--- src/rtl/tcch_map.vh ---
`ifndef TCCH_MAP_VH
`define TCCH_MAP_VH
// Register byte offsets
`define TCCH_CMD_OFF 8'h00
`define TCCH_MODE_OFF 8'h04
`define TCCH_CV_OFF 8'h10
`define TCCH_RA_OFF 8'h14
`define TCCH_RB_OFF 8'h18
`define TCCH_RC_OFF 8'h1C
`define TCCH_SR_OFF 8'h20
`define TCCH_BCR_OFF 8'hC0
`define TCCH_BMR_OFF 8'hC4
// Command bits
`define TCCH_CMD_EN 0
`define TCCH_CMD_DIS 1
`define TCCH_CMD_SOFT_TRIGGER_CMD 2
`define TCCH_BCR_SYNC 0
// Mode field positions
`define TCCH_M_CKS_LO 0
`define TCCH_M_CKS_HI 2
`define TCCH_M_INV 3
`define TCCH_M_BST_LO 4
`define TCCH_M_BST_HI 5
`define TCCH_M_STOP_ON_SECOND_CAPTURE 6
`define TCCH_M_DISABLE_ON_SECOND_CAPTURE 7
`define TCCH_M_ETE_LO 8
`define TCCH_M_ETE_HI 9
`define TCCH_M_ABSEL 10
`define TCCH_M_EVS_LO 10
`define TCCH_M_EVS_HI 11
`define TCCH_M_EVTEN 12
`define TCCH_M_TRIGGER_ON_C_MATCH 14
`define TCCH_M_WAVE 15
`define TCCH_M_LDA_LO 16
`define TCCH_M_LDA_HI 17
`define TCCH_M_LDB_LO 18
`define TCCH_M_LDB_HI 19
`define TCCH_M_CSTOP 20
`define TCCH_M_CDIS 21
`define TCCH_M_SHP_LO 22
`define TCCH_M_SHP_HI 23
// Status bits
`define TCCH_SR_COVF 0
`define TCCH_SR_LOVR 1
`define TCCH_SR_CLOCK_ENABLED_FLAG 16
// Divider ratios
`define TCCH_DIV_MAX 8'h7F
`define TCCH_SLOW_DIV 16'h05F5
`endif

--- src/rtl/tcch_core.v ---
// The placing of the registers and register access over AXI4-Lite are this design's own decisions.
`timescale 1ns/1ps
`include "tcch_map.vh"
// Notes on behaviour
// - 32-bit counter, increments, readable live
// - Wrap from maximum sets overflow flag
// - Soft and external triggers act at next counting edge; C match on its own
// - Block setup routes ext clocks or chain
// - Clock select: three external, four divided, slow
// - Optional inversion and burst gating by external
// - Enable, disable, auto-disable on B load/C match
// - Disabled clock ignores start/stop; status flag
// - Triggers start clock; B load/C match stop
// - Mode bit: capture inputs, waveform drives line A, and line B unless B is the event source
// - Soft trigger, sync, block sync all channels
// - C match triggers when option set
// - Waveform external event triggers when enabled
// - A and B capture on chosen A edges
// - A loads once per trigger or after B
// - B loads only after A loaded
// - Unread reload overwrites and flags overrun
// - Capture trigger line and edge select
// - Waveform compares drive output lines
// - Shape 00 free-runs up, C no trigger
module tcch_core (
  // Clock and reset
  input wire CLOCK,
  input wire RSTN,
  // AXI4-Lite slave
  input wire [7:0] AWADDR,
  input wire AWVALID,
  output reg AWREADY,
  input wire [31:0] WDATA,
  input wire [3:0] WSTRB,
  input wire WVALID,
  output reg WREADY,
  output reg [1:0] BRESP,
  output reg BVALID,
  input wire BREADY,
  input wire [7:0] ARADDR,
  input wire ARVALID,
  output reg ARREADY,
  output reg [31:0] RDATA,
  output reg [1:0] RRESP,
  output reg RVALID,
  input wire RREADY,
  // External clock pins and chained A lines of the other channels
  input wire [2:0] EXT_CLOCK_PIN,
  input wire [1:0] CHAIN_LINE_A,
  // I/O line A
  input wire IO_LINE_A_IN,
  output reg IO_LINE_A_OUT,
  output reg IO_LINE_A_OE,
  // I/O line B
  input wire IO_LINE_B_IN,
  output reg IO_LINE_B_OUT,
  output reg IO_LINE_B_OE,
  // Block sync to the other channels
  output reg SYNC_OUT
);
  reg [31:0] channel_mode_setup;
  reg [5:0] block_routing_setup;
  reg [31:0] live_count_value;
  reg [31:0] capture_compare_a;
  reg [31:0] capture_compare_b;
  reg [31:0] compare_c;
  reg counter_wrap_flag;
  reg capture_overrun_flag;
  reg clock_enabled_flag;
  reg running;
  reg trig_pend;
  reg a_loaded;
  reg b_loaded;
  reg a_unread;
  reg b_unread;
  reg [7:0] div_cnt;
  reg [15:0] slow_cnt;
  reg slow_tick;
  reg sel_q;
  reg line_a_q;
  reg line_b_q;
  reg ev_q;
  reg have_aw;
  reg have_w;
  reg [7:0] aw_addr;
  reg [31:0] w_data;
  wire [2:0] cks = channel_mode_setup[`TCCH_M_CKS_HI:`TCCH_M_CKS_LO];
  wire [1:0] burst = channel_mode_setup[`TCCH_M_BST_HI:`TCCH_M_BST_LO];
  wire [1:0] etrg_edge = channel_mode_setup[`TCCH_M_ETE_HI:`TCCH_M_ETE_LO];
  wire [1:0] evsrc = channel_mode_setup[`TCCH_M_EVS_HI:`TCCH_M_EVS_LO];
  wire [1:0] lda = channel_mode_setup[`TCCH_M_LDA_HI:`TCCH_M_LDA_LO];
  wire [1:0] ldb = channel_mode_setup[`TCCH_M_LDB_HI:`TCCH_M_LDB_LO];
  wire [1:0] shape = channel_mode_setup[`TCCH_M_SHP_HI:`TCCH_M_SHP_LO];
  wire wave = channel_mode_setup[`TCCH_M_WAVE];
  wire b_is_event = wave && (evsrc == 2'h0);
  // Routing of external clock inputs
  reg [2:0] ext_clock_input;
  integer k;
  always @* begin
    for (k = 0; k < 3; k = k + 1) begin
      ext_clock_input[k] = EXT_CLOCK_PIN[k];
    end
    if (block_routing_setup[1:0] == 2'h2) ext_clock_input[0] = CHAIN_LINE_A[0];
    if (block_routing_setup[3:2] == 2'h2) ext_clock_input[1] = CHAIN_LINE_A[1];
    if (block_routing_setup[5:4] == 2'h2) ext_clock_input[2] = CHAIN_LINE_A[0];
  end
  // Counting clock source, inversion, burst gate
  reg sel_lvl;
  reg gate;
  always @* begin
    case (cks)
      3'h0: sel_lvl = div_cnt[0];
      3'h1: sel_lvl = div_cnt[2];
      3'h2: sel_lvl = div_cnt[4];
      3'h3: sel_lvl = div_cnt[6];
      3'h4: sel_lvl = slow_tick;
      3'h5: sel_lvl = ext_clock_input[0];
      3'h6: sel_lvl = ext_clock_input[1];
      default: sel_lvl = ext_clock_input[2];
    endcase
    sel_lvl = sel_lvl ^ channel_mode_setup[`TCCH_M_INV];
    case (burst)
      2'h0: gate = 1'b1;
      2'h1: gate = ext_clock_input[0];
      2'h2: gate = ext_clock_input[1];
      default: gate = ext_clock_input[2];
    endcase
  end
  wire cnt_edge = sel_lvl && !sel_q && gate;
  // A counting edge moves the counter only while enabled and started
  wire cnt_step = cnt_edge && (running || trig_pend) && clock_enabled_flag;
  // Edge detect on the I/O lines and the waveform event source
  wire a_rise = IO_LINE_A_IN && !line_a_q;
  wire a_fall = !IO_LINE_A_IN && line_a_q;
  reg ev_lvl;
  always @* begin
    if (!wave) ev_lvl = channel_mode_setup[`TCCH_M_ABSEL] ? IO_LINE_A_IN : IO_LINE_B_IN;
    else if (evsrc == 2'h0) ev_lvl = IO_LINE_B_IN;
    else ev_lvl = ext_clock_input[evsrc - 2'h1];
  end
  wire ev_rise = ev_lvl && !ev_q;
  wire ev_fall = !ev_lvl && ev_q;
  // Edge code: 0 none, 1 rising, 2 falling, 3 both
  function edge_hit(input [1:0] sel, input r, input f);
    edge_hit = (sel[0] && r) || (sel[1] && f);
  endfunction
  wire ext_evt = edge_hit(etrg_edge, ev_rise, ev_fall);
  wire ext_trig = ext_evt && (!wave || channel_mode_setup[`TCCH_M_EVTEN]);
  wire c_match = (live_count_value == compare_c) && cnt_step;
  wire c_trig = c_match && channel_mode_setup[`TCCH_M_TRIGGER_ON_C_MATCH]
    && !(wave && shape == 2'h0);
  wire load_a = !wave && edge_hit(lda, a_rise, a_fall) && (!a_loaded || b_loaded);
  wire load_b = !wave && edge_hit(ldb, a_rise, a_fall) && a_loaded && !load_a;
  // Bus write decode
  wire wr_go = have_aw && have_w && !BVALID;
  wire wr_cmd = wr_go && aw_addr == `TCCH_CMD_OFF;
  wire wr_bcr = wr_go && aw_addr == `TCCH_BCR_OFF;
  wire sw_trig = (wr_cmd && w_data[`TCCH_CMD_SOFT_TRIGGER_CMD])
    || (wr_bcr && w_data[`TCCH_BCR_SYNC]);
  wire any_trig = sw_trig || ext_trig || c_trig;
  wire auto_dis = (load_b && channel_mode_setup[`TCCH_M_DISABLE_ON_SECOND_CAPTURE])
    || (wave && c_match && channel_mode_setup[`TCCH_M_CDIS]);
  wire auto_stop = (load_b && channel_mode_setup[`TCCH_M_STOP_ON_SECOND_CAPTURE])
    || (wave && c_match && channel_mode_setup[`TCCH_M_CSTOP]);
  wire rd_go = ARVALID && !RVALID && !ARREADY;
  wire rd_sr = rd_go && ARADDR == `TCCH_SR_OFF;
  wire rd_ra = rd_go && ARADDR == `TCCH_RA_OFF;
  wire rd_rb = rd_go && ARADDR == `TCCH_RB_OFF;
  reg [31:0] rd_val;
  always @* begin
    if (ARADDR == `TCCH_MODE_OFF) rd_val = channel_mode_setup;
    else if (ARADDR == `TCCH_CV_OFF) rd_val = live_count_value;
    else if (ARADDR == `TCCH_RA_OFF) rd_val = capture_compare_a;
    else if (ARADDR == `TCCH_RB_OFF) rd_val = capture_compare_b;
    else if (ARADDR == `TCCH_RC_OFF) rd_val = compare_c;
    else if (ARADDR == `TCCH_SR_OFF)
      rd_val = {15'h0000, clock_enabled_flag, 14'h0000, capture_overrun_flag, counter_wrap_flag};
    else if (ARADDR == `TCCH_BMR_OFF) rd_val = {26'h0000000, block_routing_setup};
    else rd_val = 32'h00000000;
  end
  wire rd_ok = (ARADDR == `TCCH_MODE_OFF) || (ARADDR == `TCCH_CV_OFF)
    || (ARADDR == `TCCH_RA_OFF) || (ARADDR == `TCCH_RB_OFF) || (ARADDR == `TCCH_RC_OFF)
    || (ARADDR == `TCCH_SR_OFF) || (ARADDR == `TCCH_BMR_OFF);
  wire wr_ok = (aw_addr == `TCCH_CMD_OFF) || (aw_addr == `TCCH_MODE_OFF)
    || (aw_addr == `TCCH_RA_OFF) || (aw_addr == `TCCH_RB_OFF) || (aw_addr == `TCCH_RC_OFF)
    || (aw_addr == `TCCH_BCR_OFF) || (aw_addr == `TCCH_BMR_OFF);
  always @(posedge CLOCK) begin
    if (!RSTN) begin
      AWREADY <= 1'b0;
      WREADY <= 1'b0;
      BVALID <= 1'b0;
      BRESP <= 2'h0;
      ARREADY <= 1'b0;
      RVALID <= 1'b0;
      RRESP <= 2'h0;
      RDATA <= 32'h00000000;
      have_aw <= 1'b0;
      have_w <= 1'b0;
      aw_addr <= 8'h00;
      w_data <= 32'h00000000;
      channel_mode_setup <= 32'h00000000;
      block_routing_setup <= 6'h00;
      live_count_value <= 32'h00000000;
      capture_compare_a <= 32'h00000000;
      capture_compare_b <= 32'h00000000;
      compare_c <= 32'h00000000;
      counter_wrap_flag <= 1'b0;
      capture_overrun_flag <= 1'b0;
      clock_enabled_flag <= 1'b0;
      running <= 1'b0;
      trig_pend <= 1'b0;
      a_loaded <= 1'b0;
      b_loaded <= 1'b0;
      a_unread <= 1'b0;
      b_unread <= 1'b0;
      div_cnt <= 8'h00;
      slow_cnt <= 16'h0000;
      slow_tick <= 1'b0;
      sel_q <= 1'b0;
      line_a_q <= 1'b0;
      line_b_q <= 1'b0;
      ev_q <= 1'b0;
      IO_LINE_A_OUT <= 1'b0;
      IO_LINE_A_OE <= 1'b0;
      IO_LINE_B_OUT <= 1'b0;
      IO_LINE_B_OE <= 1'b0;
      SYNC_OUT <= 1'b0;
    end else begin
      div_cnt <= (div_cnt == `TCCH_DIV_MAX) ? 8'h00 : div_cnt + 8'h01;
      slow_cnt <= (slow_cnt == `TCCH_SLOW_DIV) ? 16'h0000 : slow_cnt + 16'h0001;
      if (slow_cnt == `TCCH_SLOW_DIV) slow_tick <= !slow_tick;
      sel_q <= sel_lvl;
      line_a_q <= IO_LINE_A_IN;
      line_b_q <= IO_LINE_B_IN;
      ev_q <= ev_lvl;
      // Write channel: address and data accepted in either order
      if (AWVALID && !have_aw && !AWREADY) begin
        AWREADY <= 1'b1;
        have_aw <= 1'b1;
        aw_addr <= AWADDR;
      end else AWREADY <= 1'b0;
      if (WVALID && !have_w && !WREADY) begin
        WREADY <= 1'b1;
        have_w <= 1'b1;
        w_data <= WDATA;
      end else WREADY <= 1'b0;
      SYNC_OUT <= wr_bcr && w_data[`TCCH_BCR_SYNC];
      if (wr_go) begin
        have_aw <= 1'b0;
        have_w <= 1'b0;
        BVALID <= 1'b1;
        BRESP <= wr_ok ? 2'h0 : 2'h2;
        if (WSTRB == 4'hF || 1'b1) begin
          if (aw_addr == `TCCH_MODE_OFF) channel_mode_setup <= w_data;
          else if (aw_addr == `TCCH_RA_OFF && wave) capture_compare_a <= w_data;
          else if (aw_addr == `TCCH_RB_OFF && wave) capture_compare_b <= w_data;
          else if (aw_addr == `TCCH_RC_OFF) compare_c <= w_data;
          else if (aw_addr == `TCCH_BMR_OFF) block_routing_setup <= w_data[5:0];
        end
      end else if (BVALID && BREADY) BVALID <= 1'b0;
      // Read channel
      if (rd_go) begin
        ARREADY <= 1'b1;
        RVALID <= 1'b1;
        RDATA <= rd_val;
        RRESP <= rd_ok ? 2'h0 : 2'h2;
      end else begin
        ARREADY <= 1'b0;
        if (RVALID && RREADY) RVALID <= 1'b0;
      end
      // Clock enable and start/stop
      if (wr_cmd && w_data[`TCCH_CMD_DIS]) clock_enabled_flag <= 1'b0;
      else if (wr_cmd && w_data[`TCCH_CMD_EN]) clock_enabled_flag <= 1'b1;
      else if (auto_dis) clock_enabled_flag <= 1'b0;
      if (!clock_enabled_flag) running <= 1'b0;
      else if (any_trig) running <= 1'b1;
      else if (auto_stop) running <= 1'b0;
      // Software and external triggers wait for the next counting edge;
      // a C match already sits on such an edge and clears the count there
      if (sw_trig || ext_trig) trig_pend <= 1'b1;
      else if (cnt_edge) trig_pend <= 1'b0;
      if (any_trig) begin
        a_loaded <= 1'b0;
        b_loaded <= 1'b0;
      end
      if (cnt_step) begin
        if (trig_pend || c_trig) live_count_value <= 32'h00000000;
        else live_count_value <= live_count_value + 32'h00000001;
      end
      // Status flags: set wins over read-clear
      if (cnt_step && !trig_pend && !c_trig && live_count_value == 32'hFFFFFFFF)
        counter_wrap_flag <= 1'b1;
      else if (rd_sr) counter_wrap_flag <= 1'b0;
      if ((load_a && a_unread) || (load_b && b_unread)) capture_overrun_flag <= 1'b1;
      else if (rd_sr) capture_overrun_flag <= 1'b0;
      if (load_a) begin
        capture_compare_a <= live_count_value;
        a_loaded <= 1'b1;
        b_loaded <= 1'b0;
        a_unread <= 1'b1;
      end else if (rd_ra) a_unread <= 1'b0;
      if (load_b) begin
        capture_compare_b <= live_count_value;
        b_loaded <= 1'b1;
        a_loaded <= 1'b0;
        b_unread <= 1'b1;
      end else if (rd_rb) b_unread <= 1'b0;
      // Line directions and compare-driven outputs
      IO_LINE_A_OE <= wave;
      IO_LINE_B_OE <= wave && !b_is_event;
      // A frozen count must not keep matching, so compares follow real steps
      if (wave && cnt_step) begin
        if (live_count_value == capture_compare_a) IO_LINE_A_OUT <= 1'b1;
        if (c_match) IO_LINE_A_OUT <= 1'b0;
        if (!b_is_event && live_count_value == capture_compare_b) IO_LINE_B_OUT <= 1'b1;
        if (!b_is_event && c_match) IO_LINE_B_OUT <= 1'b0;
      end
    end
  end
endmodule

--- config.mk ---
export PLATFORM = sky130hd
export DESIGN_NAME = tcch_core
export DESIGN_NICKNAME = d
export VERILOG_FILES = /design/src/rtl/tcch_core.v
export VERILOG_INCLUDE_DIRS = /design/src /design/src/rtl
export SDC_FILE = /design/constraint.sdc
export NUM_CORES = 1
export LEC_CHECK = 0
export BUFFER_PORTS_ARGS = -buffer_cell sky130_fd_sc_hd__buf_4
export CAP_MARGIN = 25
export CORE_UTILIZATION = 55
export CTS_BUF_LIST = sky130_fd_sc_hd__clkbuf_4 sky130_fd_sc_hd__clkbuf_8 sky130_fd_sc_hd__clkbuf_16
export CTS_CLUSTER_DIAMETER = 50
export CTS_CLUSTER_SIZE = 8
export DETAILED_ROUTE_END_ITERATION = 16
export PLACE_DENSITY = 0.76
export SYNTH_ARGS = -nofsm -noshare
export SYNTH_HDL_FRONTEND = slang
export SYNTH_SLANG_ARGS = --single-unit
export TNS_END_PERCENT = 50
--- constraint.sdc ---
create_clock -name CLOCK -period 5.5 [get_ports CLOCK]
set_input_delay 0.275 -clock CLOCK [delete_from_list [all_inputs] [get_ports CLOCK]]
set_output_delay 0.275 -clock CLOCK [all_outputs]
set_load 0.05 [all_outputs]
==> After elaboration in Yosys (flattened, before gate mapping) <==
Index checks and enable logic that the tools add are counted.
W data, S select, Z words.
{ "classes": {"addsub": 4, "order_cmp": 1, "n_eq_ne": 33, "muxes": 57, "n_bitwise": 6, "n_reduce_logical": 140} }
{ "op_table": {"columns": ["cell", "count"], "rows": [
  ["$mux W32", 15],
  ["$eq A32 B32 Y1", 3],
  ["$logic_and A1 B1 Y1", 60],
  ["$eq A8 B5 Y1 const B", 7],
  ["$mux W1", 35],
  ["$add A32 B1 Y32 const B", 1],
  ["$eq A32 B32 Y1 const B", 1],
  ["$reduce_bool A2 Y1", 16],
  ["$logic_or A1 B1 Y1", 25],
  ["$eq A8 B8 Y1 const B", 3],
  ["$logic_not A1 Y1", 20],
  ["$mux W17", 1],
  ["$add A16 B1 Y16 const B", 1],
  ["$eq A16 B11 Y1 const B", 1],
  ["$eq A8 B3 Y1 const B", 2],
  ["$reduce_or A2 Y1", 5],
  ["$eq A3 B3 Y1 const B", 3],
  ["$add A8 B1 Y8 const B", 1],
  ["$eq A2 B2 Y1 const B", 4],
  ["$eq A8 B6 Y1 const B", 1],
  ["$eq A8 B7 Y1 const B", 1],
  ["$logic_not A8 Y1", 1],
  ["$reduce_and A2 Y1", 4],
  ["$pmux W1 S7", 1],
  ["19 further kinds", 29]
]} }
{ "word_totals": {"ff_bits": 291, "input_bits": 66, "out_inout_bits": 46} }

==> Longest topological paths before layout <==
{ "depth": {"ltp_word": 16, "ltp_mapped": 9} }

==> Worst setup path after synthesis <==
No wires, ideal clock.
{ "synth_path": {"path_kind": "reg2reg", "start": "reg channel_mode_setup[0]", "end": "reg live_count_value[28]", "setup_ps": 114, "t_arrival_ps": 2448, "path_slack_ps": 2937, "path_stages_with_launch": 9, "cell_sequence": "dfxtp_1 mux4_2 nor2_1 nand2_1 o21a_1 buf_6 a2111oi_4 mux2_2 a2111oi_0"} }
{ "synth_between": {"elab_chain_len": 12, "word_cells_on_any_way": 18, "classes_between": "eq/ne (6); mux (2); bitwise (1); reduce/logical (9)"} }
{ "synth_rtl": {"columns": ["element", "line", "text"], "rows": [
  ["from (decl)", "tcch_core.v:61", "reg [31:0] channel_mode_setup;"],
  ["from (signal assigned)", "tcch_core.v:254", "if (aw_addr == `TCCH_MODE_OFF) channel_mode_setup <= w_data;"],
  ["$eq A3 B3 Y1 (tied with other cells)", "tcch_core.v:111", "case (cks)"],
  ["$pmux W1 S7 *", "tcch_core.v:111", null],
  ["$xor A1 B1 Y1 *", "tcch_core.v:121", "sel_lvl = sel_lvl ^ channel_mode_setup[`TCCH_M_INV];"],
  ["$logic_and A1 B1 Y1 * (2 in series)", "tcch_core.v:129", "wire cnt_edge = sel_lvl && !sel_q && gate;"],
  ["$logic_and A1 B1 Y1 * (2 in series)", "tcch_core.v:131", "wire cnt_step = cnt_edge && (running || trig_pend) && clock_enabled_flag;"],
  ["$logic_and A1 B1 Y1", "tcch_core.v:149", "wire c_match = (live_count_value == compare_c) && cnt_step;"],
  ["$logic_and A1 B1 Y1 (2 in series)", "tcch_core.v:150", "wire c_trig = c_match && channel_mode_setup[`TCCH_M_TRIGGER_ON_C_MATCH]"],
  ["$logic_or A1 B1 Y1", "tcch_core.v:287", "if (trig_pend || c_trig) live_count_value <= 32'h00000000;"],
  ["$mux W32", "tcch_core.v:287", null],
  ["to (signal assigned)", "tcch_core.v:288", "else live_count_value <= live_count_value + 32'h00000001;"],
  ["to (decl)", "tcch_core.v:63", "reg [31:0] live_count_value;"]
]} }
Mark *: on every way between the ends. The rest lies on a longest branch, timed or not.
A chain may end at the register's enable or synchronous reset.

==> Final worst setup path <==
{ "layout_path": {"start": "reg live_count_value[20]", "end": "reg live_count_value[24]"} }
{ "layout_between": {"elab_chain_len": 6, "word_cells_on_any_way": 7, "classes_between": "add/sub (1); eq/ne (1); mux (1); reduce/logical (4)"} }
{ "layout_rtl": {"columns": ["element", "line"], "rows": [
  ["branches (longest 5 deep; another with $add A32 B1 Y32)", null],
  ["$mux W32 *", "tcch_core.v:287"]
]} }
Mark *: on every way between the ends.

==> impl_metrics.py <==
metrics = {
    "power_and_ir_drop": {
        "fin_total_pwr_mw": 4.931,
        "combinationalPowerShare": 0.074,
        "p_sw_mw": 1.187,
        "seq_power_share": 0.446,
        "power.density_mw_per_mm2": 300.0,
        "p_leak_nw": 6.073,
        "ir_worst_vdd_mv": 0.1950,
        "p_int_mw": 3.744,
        "p_sw_frac": 0.2407,
        "pwr-share-clk": 0.479,
    },
    "drt": {
        "routedWlPerCell_um": 20.94,
        "drt-initial-drc-count": 1584,
        "vias": 12848,
        "drtAntennaViolNets": 0,
        "wl_mm": 43.28,
        "via_per_inst": 6.216,
        "drc": 0,
        "dr.pass1.iters": 6,
    },
    "timing": {
        "min_period_ns": 3.290,
        "finalHoldViolCount": 0,
        "max_freq_ghz": 0.3040,
        "tightest_slew_ns": 1.169,
        "setup_slack_ns": 2.210,
        "setup_viol": 0,
        "worst_clock_skew_ns": 0.01478,
        "max_slew_margin": 0.2153,
        "rsz0062_at_grt": "no",
        "slew_viol_final": 0,
        "fin_crit_sh": 0.5981,
        "timing.setup.tns_ns": 0,
    },
    "yosys": {
        "synth_cell_types": 73,
        "synth.area.mux_share": 0.09560,
        "synth_area_leaders": "dfxtp_1 41%, mux2i_1 7.1%, nand2_1 5.8%, nor2_1 5.3%, a21oi_1 4.6%",
        "async_flop_share": 0,
        "synth-simple-area-share": 0.1980,
        "synth-seq-cells": 289,
        "synth-xor-area-share": 0.07504,
        "synth_ff_type": "dfxtp_1",
        "synth_fa_ha_area_frac": 0.004430,
        "synth_top_area_cell": "dfxtp_1",
        "syn_area_mm2": 0.01412,
        "synth.top_cell.area_share": 0.4097,
        "yosys_warnings": 0,
        "netlist_instances": 1668,
        "synth_edf_count": 0,
        "synth_compound_area_frac": 0.1728,
        "synth_top_family_by_area": "simple AND/OR/NAND/NOR gates",
        "seq_area_frac_synth": 0.4097,
        "avgSynthCellArea_um2": 8.467,
    },
    "place": {
        "place.gp.congestion": 0.9718,
        "dp_cells": 1989,
        "place_ws_ns": 2.346,
        "hpwlAfterDp_mm": 28.54,
        "port_buffers": 105,
        "placed_area_mm2": 0.01497,
    },
    "die": {
        "core_area_mm2": 0.02518,
        "die_w_um": 162.2,
        "io_pins": 112,
        "initial_core_util": 0.5608,
        "dieArea_mm2": 0.02632,
        "die_h_um": 162.2,
        "rows": 58,
    },
    "setup_path": {
        "rr_worst_depth": 7,
        "worst-path-max-fanout": 11,
        "cp-start-kind": "flop",
        "crit_required_ns": 5.87,
        "r2r_start": "live_count_value[20]",
        "crit_chain": "xor2_1 -> nor4_1 -> nand4_1 -> nor2_1 -> a31oi_1 -> o21ai_1 -> nor2_1",
        "cp_common_cell": "nor2_1",
        "cp-startpoint": "live_count_value[20]",
        "critical_path.endpoint": "live_count_value[24]",
        "worst_ep_arrival_time_ns": 3.66,
        "r2r_slack_ns": 2.21,
        "slowest_stage": "o21ai_1",
        "rr_endpoint": "live_count_value[24]",
        "max_stage_delay_ns": 1.00,
        "cpLargestDelayFamily": "compound AO/OA/AOI/OAI gates",
        "cp.depth": 7,
        "path_buf_inv": 0,
        "critPathCaptureType": "flop",
        "critical_path_class": "flop to flop",
    },
    "clocking": {
        "cts_buffer_depth": 3,
        "worstSkewPairLatency_ns": 0.53,
        "cts_setup_buffers": 0,
        "post_cts_resized": 0,
        "cts_root_buffer": "clkbuf_16",
        "clk_pin_slew_ns": 0.05,
        "cts_tree": "built",
        "holdBufCountCts": 24,
        "htreeDepth": 2,
        "cts.sinks": 289,
        "cts_buffers": 43,
    },
    "global_routing": {
        "grtUsageTotal": 0.3312,
        "grt_first_pass_wirelength_mm": 67.83,
        "grt_overflow": 0,
        "grt_max_degree": 143,
        "first_global_vias": 12256,
        "antenna_found_initial": 0,
    },
    "min_path": {
        "worstHoldPathType": "input port to flop",
        "min_from": "WVALID",
    },
    "run_status": {
        "status": "complete, no violations",
    },
    "flow_run": {
        "drv_cap": 0,
    },
    "layout": {
        "fin_area_mm2": 0.01644,
        "drive_above_1_share": 0.1370,
        "n_antenna_cell": 0,
        "fin_cells": 2067,
        "nFillCells": 2072,
        "areaGrowthSynthToFinish_pct": 16.40,
        "nets": 1800,
    },
}
[stage by stage]
step	hold slack (ns)	utilization
floorplan	0.3967	-
global placement	0.4441	0.5946
detailed placement	0.4491	0.5946
CTS	0.0007144	0.6517
global route	0.005949	0.6528
finish	0.003295	0.6528
[worst register-to-register path: cells and delay by family, from the launching register on]
family | cells | cell delay (ns)
flip-flops | 1 | 0.57
AO/OA/AOI/OAI | 2 | 1.32
XOR/XNOR | 1 | 0.18
AND/OR/NAND/NOR | 4 | 1.07
[power groups by stage]
stage          sequential (mW)  clock [mW]  combinational [mW]
3_3_place_gp              2.24           0               0.342
5_1_grt                   2.20        2.48               0.394
4_1_cts                   2.20        2.38               0.361
3_5_place_dp              2.24           0               0.345
6_report                  2.20        2.36               0.366
2_1_floorplan             2.29           0               0.164
[per-layer routing]
layer,track usage,up-vias,part of all wire
met5,0,-,0
met4,0.1531,0,0.043
met3,0.07865,119,0.10
met2,0.5105,699,0.44
met1,0.4370,6019,0.41
li1,-,6011,-
[Yosys cell counts (6+ instances only)]
master and number:
a22oi_1 57, xnor2_1 60, nand3b_1 10, mux2i_1 100, nand3_1 34, a221oi_1 29, nand2_1 218, clkbuf_1 93
o31ai_1 8, buf_1 19, dfxtp_1 289, nor4_1 22, a211oi_1 59, nand2b_1 13, inv_1 17, nor3_1 32
nand4_1 25, o21ai_0 26, a21oi_1 130, nor2_1 200, xor2_1 61, mux2_2 27, buf_2 16, and3_1 12
and2_1 6
[worst min-delay path by stage]
| stage | endpoint | slack [ns] | cells past startpoint |
|---|---|---|---|
| 6_report | have_w | 0.003 | 3 |
| 5_1_grt | w_data[8] | 0.006 | 3 |
| 4_1_cts | w_data[12] | 0.0007 | 3 |
| 3_5_place_dp | channel_mode_setup[27] | 0.45 | 2 |
| 3_3_place_gp | channel_mode_setup[30] | 0.44 | 2 |
| 2_1_floorplan | line_a_q | 0.40 | 1 |
[cell families (layout without fill, tap and decap cells)]
family / after synthesis / in the layout
multiplexers: 129 / 129
AO/OA/AOI/OAI: 358 / 358
flip-flops: 289 / 289
XOR/XNOR: 121 / 121
adder cells (fa/ha/maj): 5 / 5
AND/OR/NAND/NOR: 613 / 613
buffers and inverters: 152 / 220
other: 1 / 2
[final cells by class]
type,instances,area (um^2),area share
multi-input cells,1228,7766,0.4724
well taps,330,412.9,0.02512
repair buffers,150,1206,0.07337
flip-flops and latches,289,5786,0.3520
inverters,17,68.82,0.004186
clock inverters,3,33.78,0.002055
clock buffers,50,1165,0.07086
[sequential cells by signal, summed over array words and instances (netlist names), 6 cells and up]
| name | cells |
|---|---|
| w_data | 32 |
| slow_cnt | 16 |
| aw_addr | 8 |
| block_routing_setup | 6 |
| div_cnt | 8 |
| compare_c | 32 |
| live_count_value | 32 |
| capture_compare_b | 32 |
| RDATA | 32 |
| capture_compare_a | 32 |
| channel_mode_setup | 32 |
[placed cells by master, fill, tap and decap left out, drive strengths merged, types with 25 or more instances in the layout]
cell	n
dfxtp	289
mux2	27
mux2i	100
clkbuf	50
nor4	25
xor2	61
nand3	35
nand2	218
a211oi	61
buf	126
o21ai	29
nand4	26
a21oi	130
xnor2	60
nor2	201
a22oi	57
a221oi	29
nor3	32
Power figures use the tool's default switching activity.
